===== config.mk =====
export PLATFORM = sky130hd
export DESIGN_NAME = idt_core_timing
export DESIGN_NICKNAME = d
export VERILOG_FILES = /design/src/idt_pkg.sv /design/src/idt_phase_gen.sv /design/src/idt_core_timing.sv
export SDC_FILE = /design/constraint.sdc
export NUM_CORES = 1
export LEC_CHECK = 0
export ABC_AREA = 1
export ABC_CLOCK_PERIOD_IN_PS = 1600
export BUFFER_PORTS_ARGS = -buffer_cell sky130_fd_sc_hd__clkbuf_2
export CORE_ASPECT_RATIO = 1.4
export CORE_MARGIN = 2
export CORE_UTILIZATION = 31
export DETAILED_ROUTE_END_ITERATION = 16
export SYNTH_ARGS = -nofsm -noshare
export SYNTH_HDL_FRONTEND = slang
export SYNTH_SLANG_ARGS = --single-unit

===== constraint.sdc =====
create_clock -name sys_clk -period 1.6 [get_ports sys_clk]
set_input_delay 0.08 -clock sys_clk [delete_from_list [all_inputs] [get_ports sys_clk]]
set_output_delay 0.08 -clock sys_clk [all_outputs]
set_load 0.02 [all_outputs]

===== src/idt_pkg.sv =====
// How it works
// - instruction words are exactly fourteen bits
// - sort words into byte, bit, literal/control
// - one instruction cycle unless listed exception
// - both subroutine calls take two cycles
// - all three returns take two cycles
// - jumps, branches, taken skips take two cycles
// - indirect access to program memory adds cycle
// - instruction cycle is four oscillator periods
// - file writes read, modify, then write back
// - file address field spans 0x00 to 0x7f
// - bit field picks one of eight bits
// - destination bit 0 selects W, 1 file
// - don't-care bits never change decoding
// - pointer index selects pointer pair 0 or 1
// - two-bit mode selects pre/post inc/dec
// - literal field used as constant or target
// - flow change second cycle runs as no-operation
// - extra cycle when selected pointer msb set
// - destination at bit 7 above address 6:0
package idt_pkg;
    localparam int          INSTR_W       = 14;
    localparam int          FILE_ADDR_W   = 7;
    localparam logic [6:0]  FILE_ADDR_MAX = 7'h7f;
    localparam int          DATA_W        = 8;
    localparam int          LIT_W         = 11;
    localparam int          OSC_PER_CYC   = 4;
    localparam int          CLK_PERIOD_NS = 50;
    localparam int          DEST_POS      = 7;
    localparam int          BIT_LSB       = 7;
    localparam int          PTR_IDX_SHORT = 2;
    localparam int          PTR_IDX_LONG  = 6;
    localparam int          PH_READ       = 1;
    localparam int          PH_MODIFY     = 2;
    localparam int          PH_WRITE      = 3;
    localparam logic [13:0] INSTR_RST     = 14'h0000;
    localparam logic [1:0]  CYC_RST       = 2'h0;
    localparam logic [13:0] OP_RETURN     = 14'h0008;
    localparam logic [13:0] OP_RETURN_FROM_INTERRUPT     = 14'h0009;
    localparam logic [13:0] OP_CALL_VIA_ACCUMULATOR      = 14'h000a;
    localparam logic [13:0] OP_BRW        = 14'h000b;
    localparam logic [2:0]  OP_CALL       = 3'h4;
    localparam logic [2:0]  OP_JUMP       = 3'h5;
    localparam logic [4:0]  OP_BRA        = 5'h19;
    localparam logic [5:0]  OP_RETURN_WITH_LITERAL      = 6'h34;
    localparam logic [5:0]  OP_DECSKIP    = 6'h0b;
    localparam logic [5:0]  OP_INCSKIP    = 6'h0f;
    localparam logic [3:0]  OP_BCLR       = 4'h4;
    localparam logic [3:0]  OP_BSET       = 4'h5;
    localparam logic [3:0]  OP_BSKIPC     = 4'h6;
    localparam logic [3:0]  OP_BSKIPS     = 4'h7;
    localparam logic [8:0]  OP_PTR_SHORT  = 9'h000;
    localparam logic [6:0]  OP_PTR_LONG   = 7'h7e;
    localparam logic [6:0]  OP_CTRL_GRP   = 7'h00;
    localparam logic [11:0] OP_CLRW       = 12'h040;
    localparam logic [1:0]  MSB_LIT       = 2'h3;
    localparam logic [1:0]  MSB_BYTE      = 2'h0;
    localparam logic [1:0]  MSB_BIT       = 2'h1;

    typedef enum logic [1:0]
    {
        FMT_BYTE = 2'b00,
        FMT_BIT  = 2'b01,
        FMT_LIT  = 2'b10
    } idt_fmt_t;

    typedef enum logic [3:0]
    {
        ST_IDLE  = 4'b0001,
        ST_STALL = 4'b0010,
        ST_EXEC  = 4'b0100,
        ST_FLUSH = 4'b1000
    } idt_state_t;
endpackage


===== src/idt_phase_gen.sv =====
`timescale 1ns/10ps
module idt_phase_gen
    import idt_pkg::*;
#(
    parameter int PHASES = OSC_PER_CYC
)
(
    input  wire logic              sys_clk,
    input  wire logic              rst_n,
    output logic [PHASES-1:0]      phase_strobe,
    output logic                   cyc_end
);
    localparam int CW = $clog2(PHASES);
    localparam logic [CW-1:0] LAST = CW'(PHASES - 1);

    logic [CW-1:0] cnt_reg;
    logic [CW-1:0] cnt_next;

    // four oscillator periods make one instruction cycle
    always_comb
    begin
        if (cnt_reg == LAST)
            cnt_next = '0;
        else
            cnt_next = cnt_reg + CW'(1);
    end

    always_ff @(posedge sys_clk or negedge rst_n)
    begin
        if (!rst_n)
            cnt_reg <= '0;
        else
            cnt_reg <= cnt_next;
    end

    genvar i;
    generate
        for (i = 0; i < PHASES; i++)
        begin : g_ph
            assign phase_strobe[i] = (cnt_reg == CW'(i));
        end
    endgenerate

    assign cyc_end = (cnt_reg == LAST);
endmodule


===== src/idt_core_timing.sv =====
`timescale 1ns/10ps
module idt_core_timing
    import idt_pkg::*;
#(
    parameter logic [6:0] IND0_ADDR = 7'h00,
    parameter logic [6:0] IND1_ADDR = 7'h01
)
(
    input  wire logic                   sys_clk,
    input  wire logic                   rst_n,
    input  wire logic [INSTR_W-1:0]     instr_word,
    input  wire logic                   instr_valid,
    input  wire logic [1:0]             ptr_msb,
    input  wire logic [DATA_W-1:0]      file_rd_data,
    input  wire logic [DATA_W-1:0]      alu_result,
    output logic                        instr_ack,
    output logic [1:0]                  fmt_class,
    output logic [FILE_ADDR_W-1:0]      file_addr,
    output logic [2:0]                  bit_num,
    output logic [LIT_W-1:0]            literal,
    output logic                        dest_sel,
    output logic                        ptr_index,
    output logic [1:0]                  pointer_mode_field,
    output logic [DATA_W-1:0]           operand,
    output logic [DATA_W-1:0]           wr_data,
    output logic                        file_rd_en,
    output logic                        file_wr_en,
    output logic                        w_wr_en,
    output logic                        exec_nop,
    output logic                        pc_change,
    output logic [1:0]                  cycles_used,
    output logic [OSC_PER_CYC-1:0]      phase_strobe
);
    logic               rst_meta_reg;
    logic               rst_sync_reg;
    logic               cyc_end;
    idt_state_t         state_reg;
    logic [13:0]        instr_reg;
    logic [7:0]         operand_reg;
    logic [7:0]         wr_data_reg;
    logic               skip_reg;
    logic [1:0]         cyc_reg;
    logic               extra_in;
    logic               load;
    logic               flow;
    logic               st_exec;

    // decoded view of the held word
    idt_fmt_t           fmt;
    logic               is_callx;
    logic               is_ret;
    logic               is_jump;
    logic               is_bra;
    logic               is_skipf;
    logic               is_bskip;
    logic               is_bclr;
    logic               is_bset;
    logic               is_ptr_s;
    logic               is_ptr_l;
    logic               is_clrw;
    logic               lit_w;
    logic               reads_file;
    logic               writes_file;
    logic               writes_w;
    logic               two_cyc;
    logic               bit_val;
    logic [7:0]         bit_mask;
    logic [7:0]         bit_set_val;
    logic [7:0]         bit_clr_val;

    // release reset through two flops
    always_ff @(posedge sys_clk or negedge rst_n)
    begin
        if (!rst_n)
        begin
            rst_meta_reg <= 1'b0;
            rst_sync_reg <= 1'b0;
        end
        else
        begin
            rst_meta_reg <= 1'b1;
            rst_sync_reg <= rst_meta_reg;
        end
    end

    idt_phase_gen #(
        .PHASES       (OSC_PER_CYC)
    ) u_phase (
        .sys_clk      (sys_clk),
        .rst_n        (rst_sync_reg),
        .phase_strobe (phase_strobe),
        .cyc_end      (cyc_end)
    );

    // indirect reference test on the incoming word
    function automatic logic ind_extra(input logic [13:0] w, input logic [1:0] msb);
        logic ref_ind;
        logic sel;
        ref_ind = 1'b0;
        sel     = 1'b0;
        if (w[13:7] == OP_PTR_LONG)
        begin
            ref_ind = 1'b1;
            sel     = w[PTR_IDX_LONG];
        end
        else if (w[13:5] == OP_PTR_SHORT && w[4])
        begin
            ref_ind = 1'b1;
            sel     = w[PTR_IDX_SHORT];
        end
        else if ((w[13:12] == MSB_BYTE && w[13:7] != OP_CTRL_GRP) || w[13:12] == MSB_BIT)
        begin
            if (w[13:2] != OP_CLRW && (w[6:0] == IND0_ADDR || w[6:0] == IND1_ADDR))
            begin
                ref_ind = 1'b1;
                sel     = (w[6:0] == IND1_ADDR);
            end
        end
        return ref_ind && msb[sel];
    endfunction

    assign extra_in = ind_extra(instr_word, ptr_msb);

    // format classification and operation groups
    always_comb
    begin
        is_callx = (instr_reg[13:11] == OP_CALL) || (instr_reg == OP_CALL_VIA_ACCUMULATOR);
        is_ret   = (instr_reg == OP_RETURN) || (instr_reg == OP_RETURN_FROM_INTERRUPT)
                   || (instr_reg[13:8] == OP_RETURN_WITH_LITERAL);
        is_jump  = (instr_reg[13:11] == OP_JUMP);
        is_bra   = (instr_reg[13:9] == OP_BRA) || (instr_reg == OP_BRW);
        is_skipf = (instr_reg[13:8] == OP_DECSKIP) || (instr_reg[13:8] == OP_INCSKIP);
        is_bskip = (instr_reg[13:10] == OP_BSKIPC) || (instr_reg[13:10] == OP_BSKIPS);
        is_bclr  = (instr_reg[13:10] == OP_BCLR);
        is_bset  = (instr_reg[13:10] == OP_BSET);
        is_ptr_s = (instr_reg[13:5] == OP_PTR_SHORT) && instr_reg[4];
        is_ptr_l = (instr_reg[13:7] == OP_PTR_LONG);
        // low two bits of the clear-W form ignored
        is_clrw  = (instr_reg[13:2] == OP_CLRW);
        if (instr_reg[13:12] == MSB_BIT)
            fmt = FMT_BIT;
        else if (instr_reg[13:12] == MSB_BYTE && instr_reg[13:7] != OP_CTRL_GRP)
            fmt = FMT_BYTE;
        else
            fmt = FMT_LIT;
    end

    // literal ops that load the working register
    always_comb
    begin
        lit_w = 1'b0;
        if (instr_reg[13:12] == MSB_LIT)
        begin
            case (instr_reg[11:8])
                4'h0, 4'h4, 4'h8, 4'h9, 4'ha, 4'hc, 4'he:
                    lit_w = 1'b1;
                default:
                    lit_w = 1'b0;
            endcase
        end
    end

    // read-modify-write steering
    always_comb
    begin
        reads_file  = (fmt == FMT_BIT) || (fmt == FMT_BYTE && !is_clrw);
        writes_file = 1'b0;
        writes_w    = lit_w;
        if (fmt == FMT_BYTE)
        begin
            writes_file = instr_reg[DEST_POS];
            writes_w    = !instr_reg[DEST_POS];
        end
        else if (is_bclr || is_bset)
            writes_file = 1'b1;
    end

    // per-bit select, set and clear images of the operand
    genvar b;
    generate
        for (b = 0; b < DATA_W; b++)
        begin : g_bit
            assign bit_mask[b]    = (instr_reg[9:7] == 3'(b));
            assign bit_set_val[b] = file_rd_data[b] | bit_mask[b];
            assign bit_clr_val[b] = file_rd_data[b] & ~bit_mask[b];
        end
    endgenerate

    assign bit_val  = |(file_rd_data & bit_mask);
    assign two_cyc  = is_callx || is_ret || is_jump || is_bra;
    assign st_exec  = (state_reg == ST_EXEC);
    assign flow     = two_cyc || skip_reg;
    assign load     = cyc_end && instr_valid
                      && (state_reg == ST_IDLE || state_reg == ST_FLUSH || (st_exec && !flow));

    // instruction sequencing at cycle boundaries
    always_ff @(posedge sys_clk or negedge rst_sync_reg)
    begin
        if (!rst_sync_reg)
            state_reg <= ST_IDLE;
        else if (cyc_end)
        begin
            case (state_reg)
                ST_IDLE, ST_FLUSH:
                begin
                    if (!instr_valid)
                        state_reg <= ST_IDLE;
                    else if (extra_in)
                        state_reg <= ST_STALL;
                    else
                        state_reg <= ST_EXEC;
                end
                ST_STALL:
                    state_reg <= ST_EXEC;
                ST_EXEC:
                begin
                    if (flow)
                        state_reg <= ST_FLUSH;
                    else if (!instr_valid)
                        state_reg <= ST_IDLE;
                    else if (extra_in)
                        state_reg <= ST_STALL;
                    else
                        state_reg <= ST_EXEC;
                end
                default:
                    state_reg <= ST_IDLE;
            endcase
        end
    end

    // whole fourteen-bit word latched
    always_ff @(posedge sys_clk or negedge rst_sync_reg)
    begin
        if (!rst_sync_reg)
            instr_reg <= INSTR_RST;
        else if (load)
            instr_reg <= instr_word;
    end

    // cycles spent on the current instruction
    always_ff @(posedge sys_clk or negedge rst_sync_reg)
    begin
        if (!rst_sync_reg)
            cyc_reg <= CYC_RST;
        else if (load)
            cyc_reg <= 2'h1;
        else if (cyc_end && (state_reg == ST_STALL || (st_exec && flow)))
            cyc_reg <= cyc_reg + 2'h1;
    end

    // operand read, result formed mid-cycle
    always_ff @(posedge sys_clk or negedge rst_sync_reg)
    begin
        if (!rst_sync_reg)
        begin
            operand_reg <= 8'h00;
            wr_data_reg <= 8'h00;
        end
        else if (st_exec && phase_strobe[PH_MODIFY])
        begin
            operand_reg <= file_rd_data;
            if (is_bset)
                wr_data_reg <= bit_set_val;
            else if (is_bclr)
                wr_data_reg <= bit_clr_val;
            else
                wr_data_reg <= alu_result;
        end
    end

    // skip condition resolved during modify phase
    always_ff @(posedge sys_clk or negedge rst_sync_reg)
    begin
        if (!rst_sync_reg)
            skip_reg <= 1'b0;
        else if (load)
            skip_reg <= 1'b0;
        else if (st_exec && phase_strobe[PH_MODIFY])
        begin
            if (is_skipf)
                skip_reg <= (alu_result == 8'h00);
            else if (is_bskip)
                skip_reg <= (bit_val == instr_reg[10]);
            else
                skip_reg <= 1'b0;
        end
    end

    // operand field extraction
    always_comb
    begin
        file_addr          = instr_reg[6:0] & FILE_ADDR_MAX;
        bit_num            = instr_reg[9:7];
        dest_sel           = (fmt == FMT_BYTE) && instr_reg[DEST_POS];
        ptr_index          = is_ptr_l ? instr_reg[PTR_IDX_LONG] : instr_reg[PTR_IDX_SHORT];
        pointer_mode_field = is_ptr_s ? instr_reg[1:0] : 2'h0;
        if (is_callx || is_jump)
            literal = instr_reg[10:0];
        else if (instr_reg[13:9] == OP_BRA)
            literal = {2'h0, instr_reg[8:0]};
        else if (is_ptr_l)
            literal = {5'h00, instr_reg[5:0]};
        else
            literal = {3'h0, instr_reg[7:0]};
    end

    assign fmt_class   = fmt;
    assign operand     = operand_reg;
    assign wr_data     = wr_data_reg;
    assign cycles_used = cyc_reg;
    assign instr_ack   = load;
    assign file_rd_en  = st_exec && phase_strobe[PH_READ] && reads_file;
    assign file_wr_en  = st_exec && phase_strobe[PH_WRITE] && writes_file;
    assign w_wr_en     = st_exec && phase_strobe[PH_WRITE] && writes_w;
    assign exec_nop    = (state_reg != ST_EXEC);
    assign pc_change   = st_exec && cyc_end && flow;
endmodule


==> reports/results.ini, run 1 <==
[status]
status = complete, but fails checks
failed_checks = negative setup slack

[cells_and_area]
final_util = 0.507
drive_gt1_frac = 0.474
diodes = 0
stdcell_count = 628
fin_nets = 561
largest_reg_flops = 14
area_growth_pct = 60.7
final_area_um2 = 4290

[power_and_ir_drop]
vdd_drop_max_mv = 0.848
p_per_area_nw_per_um2 = 1790
leakagePower_nw = 2.21

[worst_setup_path]
r2r-end = instr_reg[8]$_DFFE_PN0P_
rrSetupSlack_ns = -0.25
max_stage_delay_ns = 0.43
cp-startpoint = instr_reg[12]$_DFFE_PN0P_
r2r_start = instr_reg[12]$_DFFE_PN0P_
cp.arrival_ns = 1.80
required_ns = 1.52
cp_slowest_cell = dfrtp_1
crit_fanout = 4
startpoint_type = flop
crit_type = flop to output port
reg2reg_depth = 11
end_kind = output port
cp_cell_sequence = nor2_2 -> nand2_2 -> nor2_4 -> nand3_2 -> nand2_4 -> o21ai_4 -> nand3_4 -> inv_8 -> buf_8

[cts]
cts_inserted_buffers = 5
clockRootBuffer = clkbuf_16
cts_sinks = 41
tritoncts = yes
cts_max_level = 2
clk_latency_ns = 0.29
clock_path_buffers = 2
clk_pin_slew_ns = 0.06

[die]
initial_core_util = 0.316
row_count = 40
fp.dieW_um = 82.4
die-area_um2 = 9380
io_pins = 90
core_area_um2 = 8460
fp.dieH_um = 114

[placed_design]
gp_congestion = 0.905
io_buffer_count = 89
placed_area_um2 = 3350
dpl.hpwl_um = 6140
dp_cells = 587

[logic_synthesis]
synth.area.top_cells = dfrtp_1 (37%), nand2_1 (15%), inv_1 (6.2%), o21ai_0 (5.4%), nor2_1 (5.1%)
synth_cells = 383
synth_top_area_share = 0.375
synth_fp_nets = 422
yosys_register_bits = 41
synth_largest_area_cell = dfrtp_1
yosysSeqAreaShare = 0.385
syn_avg_cell_area_um2 = 6.97
syn_area_um2 = 2670
yosysUniqueCellTypes = 33
ys_warn_count = 0

[route]
dr.first_iter.drc_count = 148
viasPerCell = 4.87
drtAntennaViolNets = 0
dr.pass1.iters = 5
post_drt_wl_per_cell_um = 14.4
dr_total_vias = 3057
drt-total-wl_um = 9060
route.detailed.drc = 0

[sta]
timing.fmax_mhz = 532
fin_ws_ns = -0.281
fin_skew_ns = 0.00276
hold_viol_final = 0
drv_slew = 0
rsz0062_at_grt = true
finalCriticalPeriod_ns = 1.88
setup_viol = 31
slew_headroom = 0.655
tns_ns = -5.77
worst_pin_slew_ns = 0.518
hold_ws_ns = 0.0257
fin_crit_sh = 1.18

[global_routing]
track_usage = 0.191
grt_pass1_wl_um = 13600
grt_antenna_before_repair = 0
grt_max_degree = 40
grt_pass1_vias = 2842
overflow = 0

[run]
maxCapViolations = 0

[hold_path]
whs_endpoint = instr_reg[3]$_DFFE_PN0P_
min_path_type = input port to flop
hold_start = instr_word[3]
worstHoldPathCells = 3

-- synthesized netlist by cell type --
cell and number:
a21oi_1 11, a21oi_2 1, a31oi_1 3, buf_2 4, buf_4 17, buf_6 3, clkbuf_1 4, clkbuf_2 1
conb_1 1, dfrtp_1 40, dfstp_2 1, ha_1 4, inv_1 44, inv_2 4, nand2_1 109, nand2_2 1
nand3_1 24, nand3_2 2, nand3_4 1, nand3b_1 3, nand4_1 13, nor2_1 36, nor2_2 4, nor2_4 1
nor3_1 5, nor4_1 5, o21a_1 1, o21ai_0 29, o21ai_1 7, o21ai_2 1, o311ai_0 1, or2_2 1
xor2_1 1
-- through the flow --
step	worst slack [ns]	power [mW]
final	-0.281	7.67
after global routing	-0.383	8.18
after CTS	-0.205	7.01
after detailed placement	-0.0656	5.37
after global placement	-0.0197	5.33
after floorplan	0.00294	4.08
-- cells by family after synthesis --
| kind of cell | count (synthesis) | synth area share |
|---|---|---|
| AO/OA/AOI/OAI | 54 | 0.108 |
| AND/OR/NAND/NOR | 205 | 0.341 |
| flip-flops | 41 | 0.385 |
| adder cells (fa/ha/maj) | 4 | 0.0187 |
| XOR/XNOR | 1 | 0.00328 |
| other | 1 | 0.00140 |
| buffers and inverters | 77 | 0.143 |
-- cell type report --
class | count | area [µm²]
repair buffers | 160 | 1230
inverters | 48 | 191
repair inverters | 1 | 7.51
clock inverters | 2 | 10.0
well taps | 105 | 131
clock buffers | 6 | 129
fillers | 806 | 4170
multi-input cells | 265 | 1560
flip-flops and latches | 41 | 1030
-- report_power, final --
| part | switching, mW | internal (mW) |
|---|---|---|
| registers | 0.379 | 1.48 |
| clock network | 0.404 | 0.573 |
| logic | 2.71 | 2.11 |
-- critical path: cells and delay by family, from the launching register on --
family                 cells  cell delay, ns
AND/OR/NAND/NOR            6            0.82
AO/OA/AOI/OAI              1            0.07
buffers and inverters      2            0.18
flip-flops                 1            0.43
-- what timing repair did --
action	in CTS	in global routing
cloned	4	0
hold buffers	1	0
gates resized for setup	78	67
setup endpoints to repair	26	51
buffers inserted	17	17
pin swaps	16	32
endpoints found under the hold margin	2	0
-- worst max-delay path by stage --
stage                                   endpoint  slack, ns
after floorplan                        ptr_index      0.003
after global placement                 instr_ack      -0.02
after detailed placement  wr_data[5]$_DFFE_PN0P_      -0.07
after CTS                             file_rd_en      -0.21
after global routing                   instr_ack      -0.38
final                                  instr_ack      -0.28
-- layer usage --
layer | vias to the layer above | GRT usage | share of wire
met5 | - | 0 | 0
met4 | 0 | 0.0756 | 0.047
met3 | 26 | 0.0309 | 0.047
met2 | 91 | 0.360 | 0.54
met1 | 1449 | 0.203 | 0.37
li1 | 1491 | - | -
-- cells in the final DEF, fill, tap and decap left out, types with 5 or more instances in the layout --
master,Yosys,layout
nor2_1,36,24
nand3_2,2,5
nand2_2,1,14
nand4_1,13,13
a21oi_1,11,9
o21ai_2,1,8
nor2_2,4,9
inv_2,4,9
o21ai_0,29,23
dfrtp_1,40,36
clkbuf_2,1,75
nor2_4,1,8
inv_1,44,37
buf_12,0,5
buf_6,3,13
clkbuf_16,0,5
nand3_1,24,18
buf_4,17,56
nand2_1,109,92
(Power assumes the default switching activity.)
==> run 2, diff against run 1 <==
--- a/config.mk
+++ b/config.mk
@@ -12,6 +12,7 @@
 export CORE_MARGIN = 2
 export CORE_UTILIZATION = 31
 export DETAILED_ROUTE_END_ITERATION = 16
+export PLACE_DENSITY = 0.51
 export SYNTH_ARGS = -nofsm -noshare
 export SYNTH_HDL_FRONTEND = slang
 export SYNTH_SLANG_ARGS = --single-unit
==> reports/results.ini, run 2 (synthesized netlist as in run 1, its figures left out) <==
[status]
status = complete, but fails checks
failed_checks = negative setup slack

[global_routing]
overflow = 0  ; unchanged
grt-busiest-layer = met2
grt_pass1_wl_um = 12600  ; -7.8%
grt_antenna_before_repair = 0  ; unchanged
met3_usage = 0.0277  ; -0.00316
grt_max_degree = 40  ; unchanged
track_usage = 0.174  ; -0.0174
grt_use_met1 = 0.195  ; -0.00796
gr-usage-met2 = 0.328  ; -0.0317
grt_pass1_vias = 2698  ; -5.1%

[die]
core_area_um2 = 8460  ; unchanged
die-area_um2 = 9380  ; unchanged
io_pins = 90  ; unchanged
fp.dieW_um = 82.4  ; unchanged
fp.dieH_um = 114  ; unchanged
initial_core_util = 0.316  ; unchanged
row_count = 40  ; unchanged

[sta]
rsz0062_at_grt = true
finalCriticalPeriod_ns = 1.81  ; -0.0721 ns
hold_viol_final = 0  ; unchanged
worst_pin_slew_ns = 0.502  ; -0.0163 ns
fin_ws_ns = -0.209  ; +0.0721 ns
timing.fmax_mhz = 553  ; +4.0%
tns_ns = -3.34  ; +2.43 ns
slew_headroom = 0.665  ; +0.0109
setup_viol = 32  ; +3.2%
fin_crit_sh = 1.13  ; -0.0451
fin_skew_ns = 0.00367  ; +0.000911 ns
drv_slew = 0  ; unchanged

[worst_setup_path]
startpoint_type = flop
crit_fanout = 4  ; unchanged
crit_type = flop to output port
end_kind = output port
cp.arrival_ns = 1.73  ; -0.07 ns
required_ns = 1.52  ; about the same

[cts]
cts_inserted_buffers = 5  ; unchanged
tritoncts = yes
clock_path_buffers = 2  ; unchanged
clk_pin_slew_ns = 0.06  ; about the same
clk_latency_ns = 0.28  ; about the same
cts_max_level = 2  ; unchanged
clockRootBuffer = clkbuf_16
cts_sinks = 41  ; unchanged

[power_and_ir_drop]
switchingPower_mw = 3.21  ; -8.3%
p_seq_frac = 0.263  ; +0.020
power.share.switching = 0.452  ; -0.00373
pwr-share-comb = 0.599  ; -0.031
leakagePower_nw = 2.09  ; -5.3%
internal_power_mw = 3.88  ; -6.9%
p_per_area_nw_per_um2 = 1800  ; +0.96%
vdd_drop_max_mv = 0.700  ; -17%
clock_power_share = 0.138  ; +0.011

[placed_design]
dpl.hpwl_um = 6280  ; +2.2%
pre_cts_slack_ns = -0.0948  ; -0.0292 ns
io_buffer_count = 89  ; unchanged
gp_congestion = 0.849  ; -6.1%

[route]
post_drt_wl_per_cell_um = 13.2  ; -8.5%
viasPerCell = 4.69  ; -3.7%
dr.pass1.iters = 5  ; unchanged
drt-total-wl_um = 8160  ; -9.9%
drtAntennaViolNets = 0  ; unchanged
route.detailed.drc = 0  ; unchanged
dr_total_vias = 2898  ; -5.2%
dr.first_iter.drc_count = 107  ; -28%

[cells_and_area]
ff_latch_area_um2 = 1030  ; unchanged
layout_common_cells = nand2_1 (107), clkbuf_2 (77), buf_4 (54)
largest_reg_flops = 14  ; unchanged
diodes = 0  ; unchanged
drive_gt1_frac = 0.398  ; -0.0765
multi_input_area_um2 = 1400  ; -9.9%
final_common_cell = nand2_1
fin_nets = 551  ; -1.8%
area_growth_pct = 47.2
nFillCells = 914  ; +13%

[run]
maxCapViolations = 0  ; unchanged

[hold_path]
min_path_type = input port to flop

-- run 2: area by class of cell --
class	count	share of cell area
sequential	41	0.263
multi-input combinational	265	0.357
timing repair buffer	151	0.264
tap	105	0.0334
clock inverter	2	0.00255
inverter	48	0.0478
clock buffer	6	0.0328
-- run 2: layer usage --
| layer | share of wire | vias to the layer above |
|---|---|---|
| met5 | 0 | - |
| met4 | 0.011 | 0 |
| met3 | 0.047 | 6 |
| met2 | 0.55 | 70 |
| met1 | 0.39 | 1349 |
| li1 | - | 1473 |
-- run 2: path summary, 6_finish.rpt --
| check | cells after the start | endpoint | slack [ns] | startpoint |
|---|---|---|---|---|
| setup / recovery | 8 | file_rd_en | -0.21 | instr_reg[10]$_DFFE_PN0P_ |
| hold / removal | 3 | instr_reg[3]$_DFFE_PN0P_ | 0.02 | instr_word[3] |
| setup reg to reg | 12 | instr_reg[10]$_DFFE_PN0P_ | -0.10 | instr_reg[12]$_DFFE_PN0P_ |
| hold reg to reg | 1 | wr_data[3]$_DFFE_PN0P_ | 0.30 | rst_sync_reg$_DFF_PN0_ |
| max in group asynchronous | 1 | instr_reg[8]$_DFFE_PN0P_ | 0.93 | rst_sync_reg$_DFF_PN0_ |
| min in group asynchronous | 2 | rst_sync_reg$_DFF_PN0_ | 0.11 | rst_n |
-- run 2: metrics by stage --
stage	utilization	instances	total power, mW	instance area (µm²)	hold WS [ns]
floorplan	-	383	4.08	2670	-0.216
CTS	0.440	604	6.75	3720	0.0253
global placement	0.402	590	5.37	3400	-0.134
global route	0.465	618	7.61	3930	0.0376
finish	0.465	618	7.09	3930	0.0214
detailed placement	0.402	590	5.41	3400	-0.130
-- run 2: what timing repair did --
item                                    in CTS  in global routing
setup buffers                                7                 14
hold buffers                                 1                  0
gates resized for setup                     44                 41
gates cloned                                 0                  0
endpoints found under the setup margin      39                 43
endpoints found under the hold margin        2                  0
pin swaps                                    9                 12
-- run 2: worst max-delay path, cell delays in order, from the launching register on --
cell and delay, ns:
dfrtp_2 0.44, buf_6 0.14, nor2_4 0.10, nand4_1 0.20, nand2_2 0.16, a31oi_2 0.06, o21ai_1 0.15, nor2_1 0.05
clkbuf_2 0.15
-- run 2: power by group through the flow --
stage	Clock [mW]	Combinational, mW	Sequential (mW)
finish	0.975	4.25	1.86
global route	1.05	4.64	1.92
detailed placement	0	3.58	1.83
global placement	0	3.56	1.81
CTS	0.997	3.92	1.83
floorplan	0	1.99	2.09
